File: src/rtl/iolpt_consts.svh
// Purpose: Offsets, field positions, codes, reset values and timing counts of the I/O line trigger block.
// Assumes: Included by every file of the block that needs a number.
// Notes: Definitions only.
`ifndef IOLPT_CONSTS_SVH
`define IOLPT_CONSTS_SVH

// ----------------------------------------------------------------
// Timing
// ----------------------------------------------------------------
`define IOLPT_CLK_MHZ 40
`define IOLPT_TICK_US 120

// ----------------------------------------------------------------
// Command codes and their lengths in words, code word included
// ----------------------------------------------------------------
`define IOLPT_CMD_CFG 8'hBC
`define IOLPT_CMD_CLR 8'hCE
`define IOLPT_CMD_SET 8'hCD
`define IOLPT_CMD_CMP 8'hF5
`define IOLPT_CMD_TBL 8'h4E
`define IOLPT_WORDS_CFG 4'h3
`define IOLPT_WORDS_CLR 4'h2
`define IOLPT_WORDS_SET 4'h2
`define IOLPT_WORDS_CMP 4'h2
`define IOLPT_WORDS_TBL 4'h5

// ----------------------------------------------------------------
// Line mode codes, 16-bit two's complement
// ----------------------------------------------------------------
`define IOLPT_MODE_INPUT 16'hFFFF
`define IOLPT_MODE_LOW 16'h0000
`define IOLPT_MODE_HIGH 16'h0001
`define IOLPT_MODE_PULL_UP 16'hFFFE
`define IOLPT_MODE_PULL_DN 16'hFFFD
`define IOLPT_MODE_PULL_OFF 16'hFFFC
`define IOLPT_EXT_FIRST 16'h0065
`define IOLPT_EXT_LAST 16'h0074

// ----------------------------------------------------------------
// Register byte offsets
// ----------------------------------------------------------------
`define IOLPT_OFF_CODE 12'h000
`define IOLPT_OFF_ARG0 12'h004
`define IOLPT_OFF_ARG1 12'h008
`define IOLPT_OFF_ARG2 12'h00C
`define IOLPT_OFF_ARG3 12'h010
`define IOLPT_OFF_GO 12'h014
`define IOLPT_OFF_LINE_IN 12'h018
`define IOLPT_OFF_FAULT 12'h01C
`define IOLPT_OFF_DIR 12'h020
`define IOLPT_OFF_POS 12'h024
`define IOLPT_OFF_STATUS 12'h028
`define IOLPT_OFF_USER_PAGE 4'h1

// ----------------------------------------------------------------
// Status fields and reset values
// ----------------------------------------------------------------
`define IOLPT_ST_CMP_BIT 0
`define IOLPT_ST_TBL_BIT 1
`define IOLPT_ST_ERR_BIT 2
`define IOLPT_RST_WORD 32'h0000_0000

`endif

File: src/rtl/iolpt_pkg.sv
// Purpose: Types shared by the I/O line trigger block.
// Assumes: Numbers live in iolpt_consts.svh.
// Notes: Enumerations leave their codes to the tools.
package iolpt_pkg;
	typedef enum logic [2:0] {CMD_NONE, CMD_CFG, CMD_CLR, CMD_SET, CMD_CMP, CMD_TBL} iolpt_cmd_e;
	typedef enum logic [1:0] {TBL_IDLE, TBL_POINTS, TBL_MODULO} iolpt_tbl_e;
	typedef logic signed [31:0] iolpt_pos_t;
	typedef logic [31:0] iolpt_word_t;
endpackage

File: src/rtl/iolpt_reg_if.sv
// Purpose: Simple register access between the bus slave and the register file.
// Assumes: Read address is combinational, write strobe is one cycle.
// Notes: Read data must be valid in the cycle the address is shown.
`timescale 1ns/10ps
interface iolpt_reg_if;
	logic [11:0] rd_addr;
	logic [31:0] rd_data;
	logic wr_en;
	logic [11:0] wr_addr;
	logic [31:0] wr_data;
	modport bus (output rd_addr, output wr_en, output wr_addr, output wr_data, input rd_data);
	modport regs (input rd_addr, input wr_en, input wr_addr, input wr_data, output rd_data);
endinterface

File: src/rtl/iolpt_ahb_slv.sv
// Purpose: AHB-Lite slave front end with no wait states.
// Assumes: Single word transfers; one slave on the bus.
// Notes: Read data is captured at the address phase edge, so a read right after a write to the same
// register returns the value before that write.
`timescale 1ns/10ps
`include "iolpt_consts.svh"
module iolpt_ahb_slv
	import iolpt_pkg::*;
(
	input wire logic mclk,
	input wire logic srst,
	input wire logic hsel,
	input wire logic [31:0] haddr,
	input wire logic [1:0] htrans,
	input wire logic hwrite,
	input wire logic [2:0] hsize,
	input wire logic hready,
	input wire logic [31:0] hwdata,
	output logic [31:0] hrdata,
	output logic hreadyout,
	output logic hresp,
	iolpt_reg_if.bus rb
);
	// ----------------------------------------------------------------
	// Address phase decode
	// ----------------------------------------------------------------
	logic wph_q;
	logic [11:0] waddr_q;
	logic [31:0] hrdata_q;
	logic hready_q;
	wire take = hsel && htrans[1] && hready;
	wire size_ok = (hsize == 3'h2);

	// Register side sees the live address for reads, the held one for writes.
	assign rb.rd_addr = haddr[11:0];
	assign rb.wr_en = wph_q;
	assign rb.wr_addr = waddr_q;
	assign rb.wr_data = hwdata;
	assign hrdata = hrdata_q;
	assign hreadyout = hready_q;
	assign hresp = 1'b0;

	// Capture the address phase; read data is ready by the data phase.
	always_ff @(posedge mclk) begin
		if (srst) begin
			wph_q <= 1'b0;
			waddr_q <= 12'h000;
			hrdata_q <= `IOLPT_RST_WORD;
			hready_q <= 1'b1;
		end else begin
			wph_q <= take && hwrite && size_ok;
			waddr_q <= haddr[11:0];
			if (take && !hwrite) begin
				hrdata_q <= rb.rd_data;
			end
		end
	end
endmodule

File: src/rtl/iolpt_top.sv
// Purpose: Digital I/O lines with mode commands and two position trigger engines.
// Assumes: Position and pin inputs are synchronous to mclk; commands arrive by register writes.
// Notes: Both trigger engines act only on the periodic tick.
// Summary of operation
// Mode -1 input, 0 drive low, 1 drive high.
// All lines start as inputs after reset.
// Extended lines 101-116 drive low only.
// Extended lines read back pin while driven.
// Host waits out input filter before judging faults.
// Codes -2, -3, -4 set pull up, down, off.
// Host sets pulls only on input lines.
// Configure command 188, three words, one line.
// Clear command 206 forces line to output low.
// Compare toggles line 1 on each crossing.
// Crossing up adds modulo, down subtracts it.
// Zero modulo keeps trigger position fixed.
// Trigger in named register, modulo in next.
// Host sets line 1 output before compare.
// Compare evaluated once per periodic tick.
// Compare runs until command 245 with register 0.
// Table command 78, five words, line 0 disables.
// Each tick compare table point, toggle on reach.
// Table restarts after each modulo position passed.
// Positions and compares are signed 32-bit.
`timescale 1ns/10ps
`include "iolpt_consts.svh"
module iolpt_top
	import iolpt_pkg::*;
#(
	parameter int NUM_LINES = 16,
	parameter int USER_REGS = 32,
	parameter int PULL_CAPABLE = 1,
	parameter int TICK_CYCLES = `IOLPT_TICK_US * `IOLPT_CLK_MHZ
)(
	input wire logic mclk,
	input wire logic srst,
	input wire logic hsel,
	input wire logic [31:0] haddr,
	input wire logic [1:0] htrans,
	input wire logic hwrite,
	input wire logic [2:0] hsize,
	input wire logic hready,
	input wire logic [31:0] hwdata,
	output logic [31:0] hrdata,
	output logic hreadyout,
	output logic hresp,
	input wire logic signed [31:0] position,
	input wire logic [NUM_LINES-1:0] line_in,
	output logic [NUM_LINES-1:0] line_out,
	output logic [NUM_LINES-1:0] line_oe,
	output logic [NUM_LINES-1:0] line_pull_up,
	output logic [NUM_LINES-1:0] line_pull_dn,
	input wire logic [15:0] ext_in,
	output logic [15:0] ext_oe
);
	localparam int LW = $clog2(NUM_LINES);
	localparam int UW = $clog2(USER_REGS);
	localparam int TW = $clog2(TICK_CYCLES);
	localparam logic [TW-1:0] TICK_LAST = TW'(TICK_CYCLES - 1);

	// ----------------------------------------------------------------
	// Line decoding helpers
	// ----------------------------------------------------------------
	function automatic logic is_norm(input logic [15:0] ln);
		return (ln >= 16'h0001) && (ln <= 16'(NUM_LINES));
	endfunction

	function automatic logic is_ext(input logic [15:0] ln);
		return (ln >= `IOLPT_EXT_FIRST) && (ln <= `IOLPT_EXT_LAST);
	endfunction

	// ----------------------------------------------------------------
	// Bus front end
	// ----------------------------------------------------------------
	iolpt_reg_if rb ();
	iolpt_ahb_slv u_slv (
		.mclk(mclk), .srst(srst), .hsel(hsel), .haddr(haddr), .htrans(htrans), .hwrite(hwrite),
		.hsize(hsize), .hready(hready), .hwdata(hwdata), .hrdata(hrdata), .hreadyout(hreadyout),
		.hresp(hresp), .rb(rb)
	);

	// ----------------------------------------------------------------
	// State
	// ----------------------------------------------------------------
	logic [7:0] code_q;
	logic [31:0] arg0_q, arg1_q, arg2_q, arg3_q;
	logic [NUM_LINES-1:0] line_out_q, line_oe_q, pull_up_q, pull_dn_q;
	logic [15:0] ext_oe_q, fault_q;
	iolpt_pos_t user_q [USER_REGS];
	logic [TW-1:0] tick_cnt_q;
	logic tick_q;
	logic cmp_en_q;
	logic [UW-1:0] cmp_reg_q;
	iolpt_pos_t prev_pos_q;
	iolpt_tbl_e tbl_q;
	logic [LW-1:0] tbl_line_q;
	logic tbl_init_q;
	logic [UW-1:0] tbl_start_q, tbl_k_q, tbl_cnt_q;
	iolpt_pos_t tbl_base_q;
	logic err_q;
	logic [3:0] words_q;

	// ----------------------------------------------------------------
	// Command decode
	// ----------------------------------------------------------------
	wire go = rb.wr_en && (rb.wr_addr == `IOLPT_OFF_GO);
	wire [15:0] ln = arg0_q[15:0];
	wire [15:0] mode = arg1_q[15:0];
	wire ln_norm = is_norm(ln);
	wire ln_ext = is_ext(ln);
	wire [LW-1:0] nidx = LW'(ln - 16'h0001);
	wire [3:0] eidx = 4'(ln - `IOLPT_EXT_FIRST);
	wire pulls_on = (PULL_CAPABLE != 0);
	iolpt_cmd_e cmd_kind;
	logic [3:0] cmd_words;
	always_comb begin
		case (code_q)
			`IOLPT_CMD_CFG: begin cmd_kind = CMD_CFG; cmd_words = `IOLPT_WORDS_CFG; end
			`IOLPT_CMD_CLR: begin cmd_kind = CMD_CLR; cmd_words = `IOLPT_WORDS_CLR; end
			`IOLPT_CMD_SET: begin cmd_kind = CMD_SET; cmd_words = `IOLPT_WORDS_SET; end
			`IOLPT_CMD_CMP: begin cmd_kind = CMD_CMP; cmd_words = `IOLPT_WORDS_CMP; end
			`IOLPT_CMD_TBL: begin cmd_kind = CMD_TBL; cmd_words = `IOLPT_WORDS_TBL; end
			default: begin cmd_kind = CMD_NONE; cmd_words = 4'h0; end
		endcase
	end

	// Register numbers for the trigger engines must leave room for the following word.
	wire cmp_off = (arg0_q == 32'h0);
	wire cmp_ok = arg0_q < 32'(USER_REGS - 1);
	wire tbl_off = (ln == 16'h0000);
	wire [31:0] tbl_last = arg2_q + arg3_q;
	wire tbl_ok = ln_norm && (arg3_q != 32'h0) && (tbl_last < 32'(USER_REGS)) && (arg1_q <= 32'h1);
	wire line_cmd = (cmd_kind == CMD_CFG) || (cmd_kind == CMD_CLR) || (cmd_kind == CMD_SET);
	wire bad_cmd = (cmd_kind == CMD_NONE) || (line_cmd && !ln_norm && !ln_ext) ||
		((cmd_kind == CMD_CMP) && !cmp_off && !cmp_ok) || ((cmd_kind == CMD_TBL) && !tbl_off && !tbl_ok);

	// ----------------------------------------------------------------
	// Periodic tick divider
	// ----------------------------------------------------------------
	// One enable pulse per tick period; both engines compare position only then.
	always_ff @(posedge mclk) begin
		if (srst) begin
			tick_cnt_q <= '0;
			tick_q <= 1'b0;
		end else begin
			tick_q <= (tick_cnt_q == TICK_LAST);
			tick_cnt_q <= (tick_cnt_q == TICK_LAST) ? '0 : tick_cnt_q + 1'b1;
		end
	end

	// ----------------------------------------------------------------
	// Single-point compare engine
	// ----------------------------------------------------------------
	wire [UW-1:0] cmp_mod_reg = cmp_reg_q + 1'b1;
	wire iolpt_pos_t cmp_trig = user_q[cmp_reg_q];
	wire iolpt_pos_t cmp_mod = user_q[cmp_mod_reg];
	// Signed compares so that negative encoder counts order correctly.
	wire cmp_up = tick_q && cmp_en_q && (prev_pos_q < cmp_trig) && (position >= cmp_trig);
	wire cmp_dn = tick_q && cmp_en_q && (prev_pos_q >= cmp_trig) && (position < cmp_trig);
	wire cmp_cross = cmp_up || cmp_dn;
	wire cmp_step = cmp_cross && (cmp_mod != 32'sh0);
	wire iolpt_pos_t cmp_next = cmp_up ? cmp_trig + cmp_mod : cmp_trig - cmp_mod;

	// Enable state and the previous sampled position.
	always_ff @(posedge mclk) begin
		if (srst) begin
			cmp_en_q <= 1'b0;
			cmp_reg_q <= '0;
			prev_pos_q <= 32'sh0;
		end else begin
			if (tick_q) begin
				prev_pos_q <= position;
			end
			if (go && (cmd_kind == CMD_CMP)) begin
				if (cmp_off) begin
					cmp_en_q <= 1'b0;
				end else if (cmp_ok) begin
					cmp_en_q <= 1'b1;
					cmp_reg_q <= UW'(arg0_q);
					prev_pos_q <= position;
				end
			end
		end
	end

	// ----------------------------------------------------------------
	// Trigger table engine
	// ----------------------------------------------------------------
	wire [UW-1:0] tbl_ptr = tbl_start_q + tbl_k_q;
	wire [UW-1:0] tbl_mod_reg = tbl_start_q + tbl_cnt_q;
	wire iolpt_pos_t tbl_rel = position - tbl_base_q;
	wire iolpt_pos_t tbl_point = user_q[tbl_ptr];
	wire iolpt_pos_t tbl_mod = user_q[tbl_mod_reg];
	wire tbl_hit = tick_q && (tbl_q == TBL_POINTS) && (tbl_rel >= tbl_point);
	wire tbl_wrap = tick_q && (tbl_q == TBL_MODULO) && (tbl_rel >= tbl_mod);
	wire tbl_last_hit = tbl_hit && (tbl_k_q == tbl_cnt_q - 1'b1);

	// Points are walked in order; the word after the last point is the cycle length.
	always_ff @(posedge mclk) begin
		if (srst) begin
			tbl_q <= TBL_IDLE;
			tbl_line_q <= '0;
			tbl_init_q <= 1'b0;
			tbl_start_q <= '0;
			tbl_cnt_q <= '0;
			tbl_k_q <= '0;
			tbl_base_q <= 32'sh0;
		end else if (go && (cmd_kind == CMD_TBL) && (tbl_off || tbl_ok)) begin
			tbl_q <= tbl_off ? TBL_IDLE : TBL_POINTS;
			tbl_line_q <= nidx;
			tbl_init_q <= arg1_q[0];
			tbl_start_q <= UW'(arg2_q);
			tbl_cnt_q <= UW'(arg3_q);
			tbl_k_q <= '0;
			tbl_base_q <= position;
		end else begin
			case (tbl_q)
				TBL_IDLE: begin
					tbl_k_q <= '0;
				end
				TBL_POINTS: begin
					if (tbl_last_hit) begin
						tbl_q <= TBL_MODULO;
					end else if (tbl_hit) begin
						tbl_k_q <= tbl_k_q + 1'b1;
					end
				end
				TBL_MODULO: begin
					if (tbl_wrap) begin
						tbl_q <= TBL_POINTS;
						tbl_k_q <= '0;
						tbl_base_q <= tbl_base_q + tbl_mod;
					end
				end
				default: begin
					tbl_q <= TBL_IDLE;
				end
			endcase
		end
	end

	// ----------------------------------------------------------------
	// Line drivers
	// ----------------------------------------------------------------
	// Commands first, engine toggles last so a tick never loses its edge.
	always_ff @(posedge mclk) begin
		if (srst) begin
			line_out_q <= '0;
			line_oe_q <= '0;
			pull_up_q <= '0;
			pull_dn_q <= '0;
			ext_oe_q <= '0;
		end else begin
			if (go && ln_norm) begin
				case (cmd_kind)
					CMD_CFG: begin
						case (mode)
							`IOLPT_MODE_INPUT: line_oe_q[nidx] <= 1'b0;
							`IOLPT_MODE_LOW: begin line_oe_q[nidx] <= 1'b1; line_out_q[nidx] <= 1'b0; end
							`IOLPT_MODE_HIGH: begin line_oe_q[nidx] <= 1'b1; line_out_q[nidx] <= 1'b1; end
							`IOLPT_MODE_PULL_UP: if (pulls_on) begin
								pull_up_q[nidx] <= 1'b1;
								pull_dn_q[nidx] <= 1'b0;
							end
							`IOLPT_MODE_PULL_DN: if (pulls_on) begin
								pull_up_q[nidx] <= 1'b0;
								pull_dn_q[nidx] <= 1'b1;
							end
							`IOLPT_MODE_PULL_OFF: if (pulls_on) begin
								pull_up_q[nidx] <= 1'b0;
								pull_dn_q[nidx] <= 1'b0;
							end
							default: line_oe_q[nidx] <= line_oe_q[nidx];
						endcase
					end
					CMD_CLR: begin line_oe_q[nidx] <= 1'b1; line_out_q[nidx] <= 1'b0; end
					CMD_SET: begin line_oe_q[nidx] <= 1'b1; line_out_q[nidx] <= 1'b1; end
					CMD_TBL: if (tbl_ok) begin
						line_oe_q[nidx] <= 1'b1;
						line_out_q[nidx] <= arg1_q[0];
					end
					default: line_oe_q[nidx] <= line_oe_q[nidx];
				endcase
			end
			// Open-collector lines can only sink; high and input both release the driver.
			if (go && ln_ext) begin
				case (cmd_kind)
					CMD_CFG: begin
						if (mode == `IOLPT_MODE_LOW) begin
							ext_oe_q[eidx] <= 1'b1;
						end else if ((mode == `IOLPT_MODE_INPUT) || (mode == `IOLPT_MODE_HIGH)) begin
							ext_oe_q[eidx] <= 1'b0;
						end
					end
					CMD_CLR: ext_oe_q[eidx] <= 1'b1;
					CMD_SET: ext_oe_q[eidx] <= 1'b0;
					default: ext_oe_q[eidx] <= ext_oe_q[eidx];
				endcase
			end
			// Line 1 is driven by the compare engine; the host must have made it an output.
			if (cmp_cross) begin
				line_out_q[0] <= ~line_out_q[0];
			end
			if (tbl_hit) begin
				line_out_q[tbl_line_q] <= ~line_out_q[tbl_line_q];
			end else if (tbl_wrap) begin
				line_out_q[tbl_line_q] <= tbl_init_q;
			end
		end
	end

	// Fault shows a sunk line whose pin still reads high; the pin filter delay is the host's concern.
	always_ff @(posedge mclk) begin
		if (srst) begin
			fault_q <= '0;
		end else begin
			fault_q <= ext_oe_q & ext_in;
		end
	end

	// ----------------------------------------------------------------
	// Register file
	// ----------------------------------------------------------------
	wire user_wr = rb.wr_en && (rb.wr_addr[11:8] == `IOLPT_OFF_USER_PAGE) && (rb.wr_addr[7:2] < 6'(USER_REGS));
	wire [UW-1:0] user_widx = UW'(rb.wr_addr[7:2]);

	// Bus writes first; the compare write-back wins in the rare shared cycle.
	always_ff @(posedge mclk) begin
		if (srst) begin
			for (int i = 0; i < USER_REGS; i++) begin
				user_q[i] <= 32'sh0;
			end
		end else begin
			if (user_wr) begin
				user_q[user_widx] <= rb.wr_data;
			end
			if (cmp_step) begin
				user_q[cmp_reg_q] <= cmp_next;
			end
		end
	end

	// Command words and status.
	always_ff @(posedge mclk) begin
		if (srst) begin
			code_q <= 8'h00;
			arg0_q <= `IOLPT_RST_WORD;
			arg1_q <= `IOLPT_RST_WORD;
			arg2_q <= `IOLPT_RST_WORD;
			arg3_q <= `IOLPT_RST_WORD;
			err_q <= 1'b0;
			words_q <= 4'h0;
		end else begin
			if (rb.wr_en && (rb.wr_addr == `IOLPT_OFF_CODE)) code_q <= rb.wr_data[7:0];
			if (rb.wr_en && (rb.wr_addr == `IOLPT_OFF_ARG0)) arg0_q <= rb.wr_data;
			if (rb.wr_en && (rb.wr_addr == `IOLPT_OFF_ARG1)) arg1_q <= rb.wr_data;
			if (rb.wr_en && (rb.wr_addr == `IOLPT_OFF_ARG2)) arg2_q <= rb.wr_data;
			if (rb.wr_en && (rb.wr_addr == `IOLPT_OFF_ARG3)) arg3_q <= rb.wr_data;
			if (go) begin
				err_q <= bad_cmd;
				words_q <= cmd_words;
			end
		end
	end

	// Read multiplexer; unmapped addresses read zero.
	wire user_rd = (rb.rd_addr[11:8] == `IOLPT_OFF_USER_PAGE) && (rb.rd_addr[7:2] < 6'(USER_REGS));
	wire [31:0] status_word = {24'h0, words_q, 1'b0, err_q, (tbl_q != TBL_IDLE), cmp_en_q};
	wire [31:0] in_word = {ext_in, 16'(line_in)};
	wire [31:0] dir_word = {ext_oe_q, 16'(line_oe_q)};
	assign rb.rd_data = user_rd ? user_q[UW'(rb.rd_addr[7:2])] :
		(rb.rd_addr == `IOLPT_OFF_CODE) ? {24'h0, code_q} :
		(rb.rd_addr == `IOLPT_OFF_ARG0) ? arg0_q :
		(rb.rd_addr == `IOLPT_OFF_ARG1) ? arg1_q :
		(rb.rd_addr == `IOLPT_OFF_ARG2) ? arg2_q :
		(rb.rd_addr == `IOLPT_OFF_ARG3) ? arg3_q :
		(rb.rd_addr == `IOLPT_OFF_LINE_IN) ? in_word :
		(rb.rd_addr == `IOLPT_OFF_FAULT) ? {16'h0, fault_q} :
		(rb.rd_addr == `IOLPT_OFF_DIR) ? dir_word :
		(rb.rd_addr == `IOLPT_OFF_POS) ? position :
		(rb.rd_addr == `IOLPT_OFF_STATUS) ? status_word : 32'h0;

	assign line_out = line_out_q;
	assign line_oe = line_oe_q;
	assign line_pull_up = pull_up_q;
	assign line_pull_dn = pull_dn_q;
	assign ext_oe = ext_oe_q;

	// Pull codes leave an open-collector driver alone, so only the three drive modes are judged.
	wire ext_drv_mode = (mode <= `IOLPT_MODE_HIGH) || (mode == `IOLPT_MODE_INPUT);
endmodule

File: config.mk
export PLATFORM = sky130hd
export DESIGN_NAME = iolpt_top
export DESIGN_NICKNAME = d
export VERILOG_FILES = /design/src/rtl/iolpt_pkg.sv /design/src/rtl/iolpt_reg_if.sv /design/src/rtl/iolpt_ahb_slv.sv /design/src/rtl/iolpt_top.sv
export VERILOG_INCLUDE_DIRS = /design/src /design/src/rtl
export SDC_FILE = /design/constraint.sdc
export NUM_CORES = 2
export LEC_CHECK = 0
export BUFFER_PORTS_ARGS = -buffer_cell sky130_fd_sc_hd__buf_2
export CELL_PAD_IN_SITES_DETAIL_PLACEMENT = 1
export CELL_PAD_IN_SITES_GLOBAL_PLACEMENT = 1
export CORE_MARGIN = 2
export CORE_UTILIZATION = 30
export DETAILED_ROUTE_END_ITERATION = 16
export PLACE_DENSITY_LB_ADDON = 0.1
export SETUP_SLACK_MARGIN = 0.15
export SLEW_MARGIN = 20
export SYNTH_ARGS = -nofsm -noshare
export SYNTH_HDL_FRONTEND = slang
export SYNTH_HIERARCHICAL = 1
export SYNTH_SLANG_ARGS = --single-unit
File: constraint.sdc
create_clock -name mclk -period 12.4 [get_ports mclk]
set_input_delay 0.62 -clock mclk [delete_from_list [all_inputs] [get_ports mclk]]
set_output_delay 0.62 -clock mclk [all_outputs]
set_load 0.05 [all_outputs]
# After elaboration in Yosys (flattened, before gate mapping)
# Memory sizes are Yosys's and may differ from the RTL's. A register that Yosys moved wholly into a read port is not among the register bits.
# Index checks and enable logic that the tools add are counted.
op_classes:
  n_reduce_logical: 94
  n_lt_le_gt_ge: 21
  muxes: 82
  eq_ne: 45
  n_bitwise: 16
  add_sub_neg: 13
op_table:
  columns: ["operator", "n"]
  rows:
  - ["$mux 32", 20]
  - ["$pmux 16 s3", 3]
  - ["$ge 32x32->1", 4]
  - ["$mux 16", 8]
  - ["$add 32x32->32", 3]
  - ["$and 16x16->16", 6]
  - ["$pmux 16 s2", 3]
  - ["$bwmux 16", 5]
  - ["$or 16x16->16", 5]
  - ["$eq 16x16->1 const B", 4]
  - ["$lt 32x32->1", 2]
  - ["$pmux 16 s4", 1]
  - ["$reduce_bool 32->1", 2]
  - ["$reduce_or 32->1", 2]
  - ["$sub 32x32->32", 2]
  - ["$eq 12x5->1 const B", 5]
  - ["$eq 12x4->1 const B", 4]
  - ["$logic_and 1x1->1", 44]
  - ["$eq 12x6->1 const B", 3]
  - ["$mux 5", 7]
  - ["$eq 8x8->1 const B", 4]
  - ["$le 32x1->1 const B", 1]
  - ["$logic_not 16->1", 2]
  - ["$logic_not 32->1", 1]
  - ["other kinds (52)", 130]
word_totals:
  word_cells: 300
  ramBits: 1024
  n_memories: 1
  out_inout_bits: 114
  regBits: 388
  in_bits: 138
memory_table:
  columns: ["memory", "depth", "width", "rd", "rd_ports_with_merged_regs", "wr", "line", "text"]
  rows:
  - ["user_q", 32, 32, 5, 1, 32, "iolpt_top.sv:89", "iolpt_pos_t user_q [USER_REGS];"]

# Longest topological paths before layout
logic_depth:
  depth_word: 16
  depth_mapped: 36
  mapped_depth_nobuf: 29

# By module
# Netlist, hierarchy kept.
by_module_without_submodules:
  columns: ["mod", "instances", "area_per_inst_um2", "cells_each"]
  rows:
  - ["iolpt_top", 1, 115976.2, 10255]
  - ["iolpt_ahb_slv", 1, 2187.1, 217]

# Worst setup path after synthesis
# Ideal clock, no wire load.
synth_timing:
  path_kind: "reg-to-reg"
  from: "reg (tool-made name)"
  to: "mem user_q[0][29] (netlist name), data pin"
  setup_time_ns: 0.272
  arrival_time_ns: 8.315
  stages_incl_launch_ff: 33
  setup_slack_ns: 3.813
  required_time_ns: 12.128
  cell_sequence: "dfxtp_1 -> clkbuf_1 -> clkbuf_1 -> buf_1 -> buf_1 -> mux4_2 -> mux4_2 -> mux2i_1 -> ha_1 -> a211o_1 -> o211ai_1 -> a21oi_1 -> o21ai_0 -> a31oi_1 -> o32ai_1 -> nand3_1 -> a21oi_1 -> clkbuf_1 -> mux2i_1 -> ha_1 -> a211oi_1 -> o21bai_1 -> o22ai_1 -> a311oi_1 -> o31a_1 -> o211ai_1 -> a21oi_1 -> a21o_1 -> a21o_1 -> a221oi_1 -> xnor2_1 -> clkbuf_1 -> mux2i_1"
synth_rtl:
  columns: ["item", "line"]
  rows:
  - ["end, declared", "iolpt_top.sv:89"]

==> flow_summary.json <==
{
  "outcome": "complete, no violations",
  "fin_setup_tns_ps": 0,
  "p_leak_nw": 42.4,
  "max_slew_margin": 0.130,
  "wl_um": 699000,
  "rows": 230,
  "ant_nets": 0,
  "synthTopCellsByArea": "mux4_2, edfxtp_1, mux2i_1",
  "avgSynthCellArea_um2": 11.3,
  "synth_ff_type": "edfxtp_1",
  "critPathMaxStageDelay_ps": 1020,
  "hpwl_um": 441000,
  "max_freq_mhz": 87.3,
  "final_util": 0.334,
  "synth.distinct_cells": 103,
  "numCtsBuffers": 196,
  "grt_max_degree": 140,
  "yosysTopAreaCell": "mux4_2",
  "dr.pass1.iters": 9,
  "ys_ff_latch": 1416,
  "final-setup-viol-count": 0,
  "cts_resized": 0,
  "clock_path_buffers": 4,
  "fp.dieW_um": 632,
  "r2r_slack_ps": 950,
  "register_area_mm2": 0.0386,
  "final_common_cell": "nand2_1",
  "drc_errors": 0,
  "worst_slew_pin_slew_ps": 1300,
  "core_mm2": 0.392,
  "crit_type": "flop to flop",
  "vdd_drop_max_mv": 0.104,
  "nNetsFinal": 10600,
  "arrival_ps": 12110,
  "cts_tree": "yes",
  "fill_cells": 42400,
  "clkLatencyLatePin_ps": 980,
  "finalHoldViolCount": 0,
  "wl_per_cell_um": 44.9,
  "powerDensity_mw_per_mm2": 98.4,
  "crit_fanout": 32,
  "rsz0062_at_grt": "false",
  "hold_path.class": "input port to flop",
  "gr-total-overflow": 0,
  "area_growth_syn_to_layout_pct": 10.9,
  "syn-cell-area_mm2": 0.118,
  "clk_pin_slew_ps": 60,
  "grt_pass1_vias": 100000,
  "antenna_found_initial": 67,
  "worst_setup_path_end_kind": "flop",
  "instances_no_fill": 15600,
  "start_util": 0.301,
  "critPathSlowestCell": "dfxtp_4",
  "vias": 103000,
  "synthCells": 10500,
  "slew_viol_final": 0,
  "htreeDepth": 4,
  "period_needed_ps": 11450,
  "die_h_um": 632,
  "grt_use_total": 0.341,
  "routabilityCongestion": 0.933,
  "drive_gt1_frac": 0.253,
  "startpoint_type": "flop",
  "layout_common_cells": "nand2_1, mux4_2, mux2i_1, edfxtp_1, a21oi_1",
  "port_buffers": 228,
  "synth-async-reset-ratio": 0,
  "drv_cap": 0,
  "drt-initial-drc-count": 15900,
  "die_area_mm2": 0.399,
  "synth_edf_count": 1024,
  "dp_cells": 15200,
  "synth_seq_area_share": 0.327,
  "yosysWarnings": 6,
  "fin_worst_skew_ps": 57.8,
  "fin_crit_sh": 0.924,
  "post-cts-setup-buffers": 0,
  "synth_top_area_frac": 0.275,
  "r2r-end": "user_q[17][28]",
  "clockRootBuffer": "clkbuf_16",
  "cp.required_ps": 13060,
  "vias_per_cell": 6.61,
  "ios": 252,
  "grt_pass1_wl_um": 926000,
  "r2r_cells": 30,
  "multiInputGateArea_mm2": 0.0745,
  "crit_end": "user_q[17][28]",
  "synth_nets": 10900,
  "cts_num_sinks": 1416
}
==> power breakdown <==
group          internal [mW]  switching (mW)  total, mW
clock                   3.39            2.53       5.92
combinational          0.550            1.11       1.65
sequential              5.18           0.145       5.32
total                   9.11            3.78       12.9
==> sequential cells by signal, summed over array words and instances, names as in the netlist, 2 cells and up, named ones only <==
register and cells:
arg0_q 32, arg1_q 32, arg2_q 32, arg3_q 32, cmp_reg_q 5, code_q 8, fault_q 16, line_oe 16
line_out 16, prev_pos_q 32, tbl_base_q 32, tbl_cnt_q 5, tbl_k_q 5, tbl_line_q 4, tbl_q 2, tbl_start_q 5
tick_cnt_q 13, u_slv/hrdata 32, u_slv/rb.wr_addr 12, user_q 1024, words_q 3
==> how the worst min path moves through the flow <==
stage | from | to | slack [ps] | depth (start not counted)
after detailed placement | prev_pos_q[23] | prev_pos_q[23] | 460 | 2
final | position[31] | prev_pos_q[31] | 70 | 3
after global routing | position[29] | tbl_base_q[29] | 40 | 3
after global placement | tick_cnt_q[0] | tick_cnt_q[0] | 440 | 1
after CTS | position[0] | prev_pos_q[0] | 10 | 3
after floorplan | tick_cnt_q[0] | tick_cnt_q[0] | 430 | 1
==> cells by family after synthesis <==
| kind of cell | share of synthesized area |
|---|---|
| compound gates | 0.0642 |
| other cells | 0.0000636 |
| xor+xnor | 0.0127 |
| simple gates | 0.135 |
| buf+inv | 0.0528 |
| flops | 0.327 |
| mux | 0.379 |
| fa+ha+maj | 0.0300 |
==> per-stage QoR <==
stage,instance area (um2),power (mW),setup slack (ps),hold slack [ps]
2_1_floorplan,118000,6.26,3810,426
3_3_place_gp,124000,6.99,1370,441
3_5_place_dp,124000,7.02,1330,455
4_1_cts,131000,12.9,1270,12.7
5_1_grt,131000,13.2,932,41.4
6_report,131000,12.9,947,69.0
==> worst max-delay path: cells and delay by family (launching register included) <==
kind                       cells  cell delay [ps]
AOI/OAI and AO/OA             12             4200
xor gates and xnor gates       1              210
adders and majority gates      2              750
buffers and inverters          5             1280
DFF                            1             1020
muxes                          6             2740
and+or+nand+nor                4              770
==> area by class of cell <==
class / count / area share
diodes: 42 / 0.000802
clock buffers: 255 / 0.0410
clock inverters: 92 / 0.00713
inverters: 155 / 0.00444
multi-input cells: 7800 / 0.568
flip-flops and latches: 1416 / 0.295
well taps: 5220 / 0.0498
repair buffers: 606 / 0.0339
==> layer usage <==
metal	share of wire	vias up	GRT usage
met1	0.39	54300	0.441
met3	0.12	1770	0.109
met2	0.42	7264	0.496
li1	-	39600	-
met4	0.072	32	0.206
met5	0.00085	-	0.00423
==> Yosys cell counts (45+ instances only) <==
cell type / count
nand2_1: 2283
mux4_2: 1444
mux2i_1: 1147
edfxtp_1: 1024
clkbuf_1: 710
a21oi_1: 395
dfxtp_1: 392
nor2_1: 352
ha_1: 275
nand3_1: 221
inv_1: 155
and3_1: 153
buf_1: 152
o21ai_0: 129
a31oi_1: 126
xnor2_1: 104
a211oi_1: 96
nand2b_1: 93
buf_6: 84
nand4_1: 79
a21o_1: 78
nor3_1: 75
mux2_2: 66
buf_4: 61
or3_1: 58
xor2_1: 58
a222oi_1: 55
a311oi_1: 45
==> timing repair <==
item,CTS,global route
endpoints found under the setup margin,0,0
hold buffers,23,0
endpoints found under the hold margin,21,0
(Power assumes the default switching activity.)
